--- src/core/dccr_pkg.sv ---
/*
 * Shared constants for the dual comparator control and status logic:
 * special function register addresses, field positions and reset values.
 * Assumes an 8-bit special function register space with 8-bit data.
 */
package dccr_pkg;

    // ************************************************************
    // Register space geometry
    // ************************************************************
    localparam int unsigned ADDR_W = 8;
    localparam int unsigned DATA_W = 8;
    localparam int unsigned NUM_CMP = 2;

    // ************************************************************
    // Register addresses
    // ************************************************************
    localparam logic [7:0] ADDR_CMP_A_CONTROL      = 8'h9a;
    localparam logic [7:0] ADDR_CMP_A_MODE         = 8'h9b;
    localparam logic [7:0] ADDR_CMP_A_INPUT_SELECT = 8'h9c;
    localparam logic [7:0] ADDR_CMP_B_CONTROL      = 8'h9d;
    localparam logic [7:0] ADDR_CMP_B_MODE         = 8'h9e;
    localparam logic [7:0] ADDR_CMP_B_INPUT_SELECT = 8'h9f;

    // ************************************************************
    // Control register fields
    // ************************************************************
    localparam int unsigned CTL_ENABLE_BIT   = 7;
    localparam int unsigned CTL_OUT_BIT      = 6;
    localparam int unsigned CTL_RISE_BIT     = 5;
    localparam int unsigned CTL_FALL_BIT     = 4;
    localparam int unsigned CTL_HYP_LSB      = 2;
    localparam int unsigned CTL_HYN_LSB      = 0;
    localparam int unsigned HYST_W           = 2;

    // ************************************************************
    // Mode register fields
    // ************************************************************
    localparam int unsigned MODE_RISE_IE_BIT = 5;
    localparam int unsigned MODE_FALL_IE_BIT = 4;
    localparam int unsigned MODE_SPEED_LSB   = 0;
    localparam int unsigned SPEED_W          = 2;

    // ************************************************************
    // Input select register fields
    // ************************************************************
    localparam int unsigned MUX_NEG_LSB      = 4;
    localparam int unsigned MUX_POS_LSB      = 0;
    localparam int unsigned MUX_SEL_W        = 4;

    // ************************************************************
    // Reset values
    // ************************************************************
    localparam logic [1:0] RST_SPEED_MODE    = 2'h2;
    localparam logic [1:0] RST_HYST          = 2'h0;
    localparam logic [3:0] RST_MUX_NEG       = 4'h7;
    localparam logic [3:0] RST_MUX_POS       = 4'h7;
    localparam logic [7:0] RST_RDATA         = 8'h00;

endpackage : dccr_pkg

--- src/core/dccr_top.sv ---
/*
 * Control and status registers for two on-chip voltage comparators:
 * control, mode and input select registers in the special function
 * register space, plus the settings handed to the analog cores.
 * Assumes a single-cycle register port on ref_clk_in and analog cores
 * that consume the static settings and return a raw output level.
 */
module dccr_top (
    // Clock and reset
    input  wire logic                          ref_clk_in,
    input  wire logic                          sys_rst_in,
    // Special function register port
    input  wire logic [dccr_pkg::ADDR_W-1:0]   sfr_addr_in,
    input  wire logic                          sfr_wr_en_in,
    input  wire logic [dccr_pkg::DATA_W-1:0]   sfr_wdata_in,
    input  wire logic                          sfr_rd_en_in,
    output logic      [dccr_pkg::DATA_W-1:0]   sfr_rdata_out,
    // Raw analog comparator outputs
    input  wire logic                          cmp_a_raw_in,
    input  wire logic                          cmp_b_raw_in,
    // Comparator A analog settings
    output logic                               cmp_a_enable_out,
    output logic      [dccr_pkg::SPEED_W-1:0]  cmp_a_speed_mode_out,
    output logic      [dccr_pkg::HYST_W-1:0]   cmp_a_pos_hyst_sel_out,
    output logic      [dccr_pkg::HYST_W-1:0]   cmp_a_neg_hyst_sel_out,
    output logic      [dccr_pkg::MUX_SEL_W-1:0] cmp_a_pos_input_sel_out,
    output logic      [dccr_pkg::MUX_SEL_W-1:0] cmp_a_neg_input_sel_out,
    // Comparator B analog settings
    output logic                               cmp_b_enable_out,
    output logic      [dccr_pkg::SPEED_W-1:0]  cmp_b_speed_mode_out,
    output logic      [dccr_pkg::HYST_W-1:0]   cmp_b_pos_hyst_sel_out,
    output logic      [dccr_pkg::HYST_W-1:0]   cmp_b_neg_hyst_sel_out,
    output logic      [dccr_pkg::MUX_SEL_W-1:0] cmp_b_pos_input_sel_out,
    output logic      [dccr_pkg::MUX_SEL_W-1:0] cmp_b_neg_input_sel_out,
    // Synchronous outputs toward the port crossbar
    output logic                               cmp_a_pin_out,
    output logic                               cmp_b_pin_out,
    // Interrupt requests
    output logic                               cmp_a_irq_out,
    output logic                               cmp_b_irq_out
);
    import dccr_pkg::*;

    // ************************************************************
    // Address decode
    // ************************************************************
    wire sel_a_ctl = (sfr_addr_in == ADDR_CMP_A_CONTROL);
    wire sel_a_md  = (sfr_addr_in == ADDR_CMP_A_MODE);
    wire sel_a_mx  = (sfr_addr_in == ADDR_CMP_A_INPUT_SELECT);
    wire sel_b_ctl = (sfr_addr_in == ADDR_CMP_B_CONTROL);
    wire sel_b_md  = (sfr_addr_in == ADDR_CMP_B_MODE);
    wire sel_b_mx  = (sfr_addr_in == ADDR_CMP_B_INPUT_SELECT);

    wire wr_a_ctl  = sfr_wr_en_in & sel_a_ctl;
    wire wr_a_md   = sfr_wr_en_in & sel_a_md;
    wire wr_a_mx   = sfr_wr_en_in & sel_a_mx;
    wire wr_b_ctl  = sfr_wr_en_in & sel_b_ctl;
    wire wr_b_md   = sfr_wr_en_in & sel_b_md;
    wire wr_b_mx   = sfr_wr_en_in & sel_b_mx;

    // ************************************************************
    // Write data fields
    // ************************************************************
    // Control bit 6 has no field here, so writes never reach the output state.
    wire                 wd_en  = sfr_wdata_in[CTL_ENABLE_BIT];
    wire                 wd_rif = sfr_wdata_in[CTL_RISE_BIT];
    wire                 wd_fif = sfr_wdata_in[CTL_FALL_BIT];
    wire [HYST_W-1:0]    wd_hyp = sfr_wdata_in[CTL_HYP_LSB +: HYST_W];
    wire [HYST_W-1:0]    wd_hyn = sfr_wdata_in[CTL_HYN_LSB +: HYST_W];
    wire                 wd_rie = sfr_wdata_in[MODE_RISE_IE_BIT];
    wire                 wd_fie = sfr_wdata_in[MODE_FALL_IE_BIT];
    wire [SPEED_W-1:0]   wd_md  = sfr_wdata_in[MODE_SPEED_LSB +: SPEED_W];
    wire [MUX_SEL_W-1:0] wd_mxp = sfr_wdata_in[MUX_POS_LSB +: MUX_SEL_W];
    wire [MUX_SEL_W-1:0] wd_mxn = sfr_wdata_in[MUX_NEG_LSB +: MUX_SEL_W];

    // ************************************************************
    // Comparator A stored fields
    // ************************************************************
    logic                 a_en_q;
    logic [HYST_W-1:0]    a_hyp_q;
    logic [HYST_W-1:0]    a_hyn_q;
    logic                 a_rie_q;
    logic                 a_fie_q;
    logic [SPEED_W-1:0]   a_md_q;
    logic [MUX_SEL_W-1:0] a_mxp_q;
    logic [MUX_SEL_W-1:0] a_mxn_q;

    // ************************************************************
    // Comparator A next values
    // ************************************************************
    // Each field keeps its value unless its own register is written.
    wire                 a_en_d  = wr_a_ctl ? wd_en  : a_en_q;
    wire [HYST_W-1:0]    a_hyp_d = wr_a_ctl ? wd_hyp : a_hyp_q;
    wire [HYST_W-1:0]    a_hyn_d = wr_a_ctl ? wd_hyn : a_hyn_q;
    wire                 a_rie_d = wr_a_md  ? wd_rie : a_rie_q;
    wire                 a_fie_d = wr_a_md  ? wd_fie : a_fie_q;
    wire [SPEED_W-1:0]   a_md_d  = wr_a_md  ? wd_md  : a_md_q;
    wire [MUX_SEL_W-1:0] a_mxp_d = wr_a_mx  ? wd_mxp : a_mxp_q;
    wire [MUX_SEL_W-1:0] a_mxn_d = wr_a_mx  ? wd_mxn : a_mxn_q;

    always_ff @(posedge ref_clk_in or posedge sys_rst_in) begin
        if (sys_rst_in) begin
            a_en_q  <= 1'b0;
            a_hyp_q <= RST_HYST;
            a_hyn_q <= RST_HYST;
        end else begin
            a_en_q  <= a_en_d;
            a_hyp_q <= a_hyp_d;
            a_hyn_q <= a_hyn_d;
        end
    end

    // Unused mode bits are simply not stored, so writes to them vanish.
    always_ff @(posedge ref_clk_in or posedge sys_rst_in) begin
        if (sys_rst_in) begin
            a_rie_q <= 1'b0;
            a_fie_q <= 1'b0;
            a_md_q  <= RST_SPEED_MODE;
        end else begin
            a_rie_q <= a_rie_d;
            a_fie_q <= a_fie_d;
            a_md_q  <= a_md_d;
        end
    end

    always_ff @(posedge ref_clk_in or posedge sys_rst_in) begin
        if (sys_rst_in) begin
            a_mxp_q <= RST_MUX_POS;
            a_mxn_q <= RST_MUX_NEG;
        end else begin
            a_mxp_q <= a_mxp_d;
            a_mxn_q <= a_mxn_d;
        end
    end

    // ************************************************************
    // Comparator B stored fields
    // ************************************************************
    logic                 b_en_q;
    logic [HYST_W-1:0]    b_hyp_q;
    logic [HYST_W-1:0]    b_hyn_q;
    logic                 b_rie_q;
    logic                 b_fie_q;
    logic [SPEED_W-1:0]   b_md_q;
    logic [MUX_SEL_W-1:0] b_mxp_q;
    logic [MUX_SEL_W-1:0] b_mxn_q;

    // ************************************************************
    // Comparator B next values
    // ************************************************************
    // The same hold-unless-written pattern as comparator A.
    wire                 b_en_d  = wr_b_ctl ? wd_en  : b_en_q;
    wire [HYST_W-1:0]    b_hyp_d = wr_b_ctl ? wd_hyp : b_hyp_q;
    wire [HYST_W-1:0]    b_hyn_d = wr_b_ctl ? wd_hyn : b_hyn_q;
    wire                 b_rie_d = wr_b_md  ? wd_rie : b_rie_q;
    wire                 b_fie_d = wr_b_md  ? wd_fie : b_fie_q;
    wire [SPEED_W-1:0]   b_md_d  = wr_b_md  ? wd_md  : b_md_q;
    wire [MUX_SEL_W-1:0] b_mxp_d = wr_b_mx  ? wd_mxp : b_mxp_q;
    wire [MUX_SEL_W-1:0] b_mxn_d = wr_b_mx  ? wd_mxn : b_mxn_q;

    always_ff @(posedge ref_clk_in or posedge sys_rst_in) begin
        if (sys_rst_in) begin
            b_en_q  <= 1'b0;
            b_hyp_q <= RST_HYST;
            b_hyn_q <= RST_HYST;
        end else begin
            b_en_q  <= b_en_d;
            b_hyp_q <= b_hyp_d;
            b_hyn_q <= b_hyn_d;
        end
    end

    always_ff @(posedge ref_clk_in or posedge sys_rst_in) begin
        if (sys_rst_in) begin
            b_rie_q <= 1'b0;
            b_fie_q <= 1'b0;
            b_md_q  <= RST_SPEED_MODE;
        end else begin
            b_rie_q <= b_rie_d;
            b_fie_q <= b_fie_d;
            b_md_q  <= b_md_d;
        end
    end

    // Each multiplexer has its own select, so both may name one pin.
    always_ff @(posedge ref_clk_in or posedge sys_rst_in) begin
        if (sys_rst_in) begin
            b_mxp_q <= RST_MUX_POS;
            b_mxn_q <= RST_MUX_NEG;
        end else begin
            b_mxp_q <= b_mxp_d;
            b_mxn_q <= b_mxn_d;
        end
    end

    // ************************************************************
    // Status channels
    // ************************************************************
    logic a_out;
    logic a_rif;
    logic a_fif;
    logic b_out;
    logic b_rif;
    logic b_fif;

    // The flags live in the channel; a control write updates them too.
    dccr_edge_channel u_chan_a (
        .ref_clk_in     (ref_clk_in),
        .sys_rst_in     (sys_rst_in),
        .cmp_raw_in     (cmp_a_raw_in),
        .enable_in      (a_en_q),
        .rise_irq_en_in (a_rie_q),
        .fall_irq_en_in (a_fie_q),
        .flag_wr_in     (wr_a_ctl),
        .rise_wdata_in  (wd_rif),
        .fall_wdata_in  (wd_fif),
        .out_state_out  (a_out),
        .rise_flag_out  (a_rif),
        .fall_flag_out  (a_fif),
        .irq_out        (cmp_a_irq_out)
    );

    dccr_edge_channel u_chan_b (
        .ref_clk_in     (ref_clk_in),
        .sys_rst_in     (sys_rst_in),
        .cmp_raw_in     (cmp_b_raw_in),
        .enable_in      (b_en_q),
        .rise_irq_en_in (b_rie_q),
        .fall_irq_en_in (b_fie_q),
        .flag_wr_in     (wr_b_ctl),
        .rise_wdata_in  (wd_rif),
        .fall_wdata_in  (wd_fif),
        .out_state_out  (b_out),
        .rise_flag_out  (b_rif),
        .fall_flag_out  (b_fif),
        .irq_out        (cmp_b_irq_out)
    );

    // ************************************************************
    // Read-back
    // ************************************************************
    wire [7:0] a_ctl_rd = {a_en_q, a_out, a_rif, a_fif, a_hyp_q, a_hyn_q};
    wire [7:0] b_ctl_rd = {b_en_q, b_out, b_rif, b_fif, b_hyp_q, b_hyn_q};
    wire [7:0] a_md_rd  = {2'h0, a_rie_q, a_fie_q, 2'h0, a_md_q};
    wire [7:0] b_md_rd  = {2'h0, b_rie_q, b_fie_q, 2'h0, b_md_q};
    wire [7:0] a_mx_rd  = {a_mxn_q, a_mxp_q};
    wire [7:0] b_mx_rd  = {b_mxn_q, b_mxp_q};

    // Unmapped addresses read as zero.
    wire [7:0] rd_mux   = ({8{sel_a_ctl}} & a_ctl_rd)
                        | ({8{sel_a_md}}  & a_md_rd)
                        | ({8{sel_a_mx}}  & a_mx_rd)
                        | ({8{sel_b_ctl}} & b_ctl_rd)
                        | ({8{sel_b_md}}  & b_md_rd)
                        | ({8{sel_b_mx}}  & b_mx_rd);

    logic [7:0] rdata_q;

    // A read beside a write to the same register returns the old contents.
    wire  [7:0] rdata_d = sfr_rd_en_in ? rd_mux : rdata_q;

    always_ff @(posedge ref_clk_in or posedge sys_rst_in) begin
        if (sys_rst_in) begin
            rdata_q <= RST_RDATA;
        end else begin
            rdata_q <= rdata_d;
        end
    end

    assign sfr_rdata_out = rdata_q;

    // ************************************************************
    // Settings to the analog cores and crossbar
    // ************************************************************
    assign cmp_a_enable_out        = a_en_q;
    assign cmp_a_speed_mode_out    = a_md_q;
    assign cmp_a_pos_hyst_sel_out  = a_hyp_q;
    assign cmp_a_neg_hyst_sel_out  = a_hyn_q;
    assign cmp_a_pos_input_sel_out = a_mxp_q;
    assign cmp_a_neg_input_sel_out = a_mxn_q;
    assign cmp_b_enable_out        = b_en_q;
    assign cmp_b_speed_mode_out    = b_md_q;
    assign cmp_b_pos_hyst_sel_out  = b_hyp_q;
    assign cmp_b_neg_hyst_sel_out  = b_hyn_q;
    assign cmp_b_pos_input_sel_out = b_mxp_q;
    assign cmp_b_neg_input_sel_out = b_mxn_q;

    // Pin outputs are already gated low while disabled.
    assign cmp_a_pin_out           = a_out;
    assign cmp_b_pin_out           = b_out;

endmodule : dccr_top

--- src/core/dccr_edge_channel.sv ---
/*
 * One comparator's digital status path: synchroniser, enable gating,
 * sticky rising and falling edge flags and the combined interrupt request.
 * Assumes the raw comparator output is asynchronous to ref_clk_in.
 */
module dccr_edge_channel (
    // Clock and reset
    input  wire logic ref_clk_in,
    input  wire logic sys_rst_in,
    // Analog core output
    input  wire logic cmp_raw_in,
    // Configuration
    input  wire logic enable_in,
    input  wire logic rise_irq_en_in,
    input  wire logic fall_irq_en_in,
    // Software access to the flags
    input  wire logic flag_wr_in,
    input  wire logic rise_wdata_in,
    input  wire logic fall_wdata_in,
    // Status
    output logic      out_state_out,
    output logic      rise_flag_out,
    output logic      fall_flag_out,
    output logic      irq_out
);
    import dccr_pkg::*;

    // ************************************************************
    // Synchroniser and edge detection
    // ************************************************************
    logic meta_q;
    logic sync_q;
    logic state_q;
    logic rise_q;
    logic rise_d;
    logic fall_q;
    logic fall_d;
    logic irq_q;

    // A disabled comparator reads and drives low.
    wire  state_d   = enable_in & sync_q;
    wire  rise_edge = state_d & ~state_q;
    wire  fall_edge = ~state_d & state_q;

    always_ff @(posedge ref_clk_in or posedge sys_rst_in) begin
        if (sys_rst_in) begin
            meta_q  <= 1'b0;
            sync_q  <= 1'b0;
            state_q <= 1'b0;
        end else begin
            meta_q  <= cmp_raw_in;
            sync_q  <= meta_q;
            state_q <= state_d;
        end
    end

    // ************************************************************
    // Sticky flags
    // ************************************************************
    // An edge in the same cycle as a software clear keeps the flag set.
    assign rise_d = rise_edge | (flag_wr_in ? rise_wdata_in : rise_q);
    assign fall_d = fall_edge | (flag_wr_in ? fall_wdata_in : fall_q);

    wire irq_d = (rise_d & rise_irq_en_in) | (fall_d & fall_irq_en_in);

    always_ff @(posedge ref_clk_in or posedge sys_rst_in) begin
        if (sys_rst_in) begin
            rise_q <= 1'b0;
            fall_q <= 1'b0;
            irq_q  <= 1'b0;
        end else begin
            rise_q <= rise_d;
            fall_q <= fall_d;
            irq_q  <= irq_d;
        end
    end

    assign out_state_out = state_q;
    assign rise_flag_out = rise_q;
    assign fall_flag_out = fall_q;
    assign irq_out       = irq_q;

endmodule : dccr_edge_channel

--- config.mk ---
export PLATFORM = sky130hd
export DESIGN_NAME = dccr_top
export DESIGN_NICKNAME = d
export VERILOG_FILES = /design/src/core/dccr_pkg.sv /design/src/core/dccr_top.sv /design/src/core/dccr_edge_channel.sv
export SDC_FILE = /design/constraint.sdc
export NUM_CORES = 1
export LEC_CHECK = 0
export ABC_AREA = 1
export BUFFER_PORTS_ARGS = -buffer_cell sky130_fd_sc_hd__buf_2
export CAP_MARGIN = 20
export CORE_MARGIN = 2
export CORE_UTILIZATION = 45
export CTS_CLUSTER_SIZE = 40
export DETAILED_ROUTE_END_ITERATION = 10
export HOLD_SLACK_MARGIN = 0.02
export PLACE_DENSITY_LB_ADDON = 0.3
export SETUP_SLACK_MARGIN = 0.4
export SYNTH_ARGS = -nofsm -noshare
export SYNTH_HDL_FRONTEND = slang
export SYNTH_HIERARCHICAL = 1
export SYNTH_SLANG_ARGS = --single-unit
--- constraint.sdc ---
create_clock -name ref_clk_in -period 1.45 [get_ports ref_clk_in]
set_input_delay 0.2175 -clock ref_clk_in [delete_from_list [all_inputs] [get_ports ref_clk_in]]
set_output_delay 0.2175 -clock ref_clk_in [all_outputs]
set_load 0.02 [all_outputs]
==> impl_metrics.toml <==
[logic_synthesis]
ys_top_cells_by_count = "73 x nand2_1, 40 x dfrtp_1, 30 x inv_1, 30 x nand3_1, 28 x nor2_1"
synth_cells = 307
post-synth-top-area-fraction_pct = 37.8
synth_cell_types = 26
synth.cell_area_sq_um = 2650
synthFlopType = "dfrtp_1"
yosysWarnings = 6
synth_area_leaders = "dfrtp_1 38%, dfstp_2 14%, nand2_1 10%"
syn_nets = 329
async_flop_share_pct = 100
synth_edf_count = 0
synth.avg_cell_area_sq_um = 8.62
ys_seq_area_share_pct = 51.8
synth_top_area_cell = "dfrtp_1"
synth_most_common_cell = "nand2_1"
ys_seq_elements = 54

[drt]
drc = 0
wl_per_cell_um = 14.7
antenna_left = 0
vias_per_cell = 5.02
drtIter0Drc = 185
drt_wl_total_um = 7280
via_count = 2480
drt_pass1_iterations = 4

[worst_setup_path]
crit_fanout = 2
cp_num_buf_inv = 1
path_cells = "buf_6"
cpMaxStageDelayCell = "dfstp_2"
worstPathArrival_ns = 1.00
path_delay_family = "flip-flops"
r2r_slack_ns = 0.36
endpoint_kind = "output pin"
crit_type = "reg2out"
cp-start-kind = "flop"
required_ns = 1.23
cpPeakStageDelay_ns = 0.57

[die]
die_y_um = 80.7
pin_count = 64
rows = 27
start_util_pct = 47.2
die_w_um = 80.7
core_sq_um = 5610
die-area_sq_um = 6510

[clocking]
clock_sinks = 54
htree_levels = 2
cts_tree = "built"
path_clk_slew_ns = 0.10
clock_latency_ns = 0.31
clock-root-buffer = "clkbuf_8"
cts_buffer_depth = 2
cts_buffers = 5

[placement]
place_congestion = 0.811
dp_hpwl_um = 4850
dpl.cell_count = 444
io_buffers = 63

[sta]
drv_slew = 0
fin_crit_ns = 1.22
max_slew.worst_pin.slew_ns = 0.357
finalHoldViolCount = 0
fin_setup_tns_ns = 0
fmax_ghz = 0.823
fin_skew_ns = 0.00984
rsz0062_at_grt = "yes"
hold_ws_ns = 0.127
max_slew_margin_pct = 76.1
setup-violations-final = 0
finalCritPeriodShare_pct = 83.8

[pwr]
power.density_nw_per_um2 = 823
leakagePower_nw = 1.93
ir_drop_mv = 0.423

[final_layout]
layout.cells.non_filler = 494
seq_area_sq_um = 1370
nNetsFinal = 443
multiInputGateArea_sq_um = 1120
antenna_cells = 0
drive_above_1_share_pct = 44.1
fill_cells = 421
area_delta_synth_final_pct = 47.3

[global_route]
grtUsageMet2_pct = 41.3
busiest_layer = "met2"
overflow = 0
grt_max_degree = 28
grt_antenna_before_repair = 0
grt_pass1_vias = 2358
grt_use_total_pct = 24.1
gr-usage-met1_pct = 30.2
grt_pass1_wl_um = 11500
globalRouteMet3Util_pct = 4.83

[outcome]
status = "complete, no violations"

[job]
cap_viol_max_count = 0

[min_path]
worstHoldPathType = "in2reg"
registers in the layout, indices dropped and copies added (netlist names), 2 cells and up:
register                 count
cmp_a_neg_hyst_sel_out       2
cmp_a_neg_input_sel_out      4
cmp_a_pos_hyst_sel_out       2
cmp_a_pos_input_sel_out      4
cmp_a_speed_mode_out         2
cmp_b_neg_hyst_sel_out       2
cmp_b_neg_input_sel_out      4
cmp_b_pos_hyst_sel_out       2
cmp_b_pos_input_sel_out      4
cmp_b_speed_mode_out         2
sfr_rdata_out                8
layout by cell type (no fill, tap or decap), drive strengths merged:
cell,synthesis,routed
dlygate4sd3,0,3
clkbuf,2,7
a21oi,4,4
o21a,9,9
o21ai,27,27
inv,36,35
nand4,9,9
dfstp,14,14
clkinv,0,1
dfrtp,40,40
buf,9,115
clkinvlp,0,1
and3,1,1
nor2,36,36
nand3,34,34
nand2,86,86
logic make-up after synthesis:
| logic type | count (synthesis) | share of synthesized area, % |
|---|---|---|
| AO/OA/AOI/OAI | 40 | 9.13 |
| buffers and inverters | 47 | 8.51 |
| flip-flops | 54 | 51.8 |
| AND/OR/NAND/NOR | 166 | 30.6 |
final cells by class:
type / count / share of cell area, %
Inverter: 36 / 4.24
Multi-Input combinational cell: 206 / 28.8
Timing Repair Buffer: 118 / 27.2
Sequential cell: 54 / 35.1
Tap cell: 72 / 2.31
Clock buffer: 7 / 2.22
Clock inverter: 1 / 0.128
power breakdown:
group / internal, mW / switching, mW
combinational: 0.317 / 0.347
clock: 0.386 / 0.471
sequential: 1.61 / 0.0730
what timing repair did:
action / CTS / global route
endpoints found under the setup margin: 49 / 79
resized for setup: 87 / 20
buffers inserted: 32 / 7
pin swaps: 1 / 16
hold endpoints to repair: 26 / 0
hold buffers: 3 / 0
final timing paths:
path,start,end,cells after the start
min in group asynchronous,sys_rst_in,u_chan_a/fall_flag_out,3
max reg2reg,cmp_a_pos_input_sel_out[2],sfr_rdata_out[2],5
min reg2reg,u_chan_a/meta_q,u_chan_a/sync_q,0
min,sfr_wdata_in[6],cmp_b_neg_input_sel_out[2],3
max in group asynchronous,sys_rst_in,cmp_b_pos_input_sel_out[2],4
max,cmp_a_neg_input_sel_out[1],cmp_a_neg_input_sel_out[1],1
per-layer routing:
layer | vias to the layer above | part of all wire, % | wire, um
met5 | - | 0 | 0
met4 | 0 | 1.2 | 89
met3 | 9 | 5.6 | 409
met2 | 86 | 51 | 3710
met1 | 1172 | 42 | 3080
li1 | 1213 | - | -
metrics by stage:
stage	utilization, %	power (mW)	setup WS, ns	area (sq um)
floorplan	-	1.98	0.148	2700
global placement	55.7	2.16	0.0605	3120
detailed placement	55.7	2.17	0.0247	3120
CTS	67.1	3.20	0.225	3760
global route	69.5	3.35	0.213	3890
finish	69.5	3.20	0.235	3890
(Power assumes the default switching activity.)
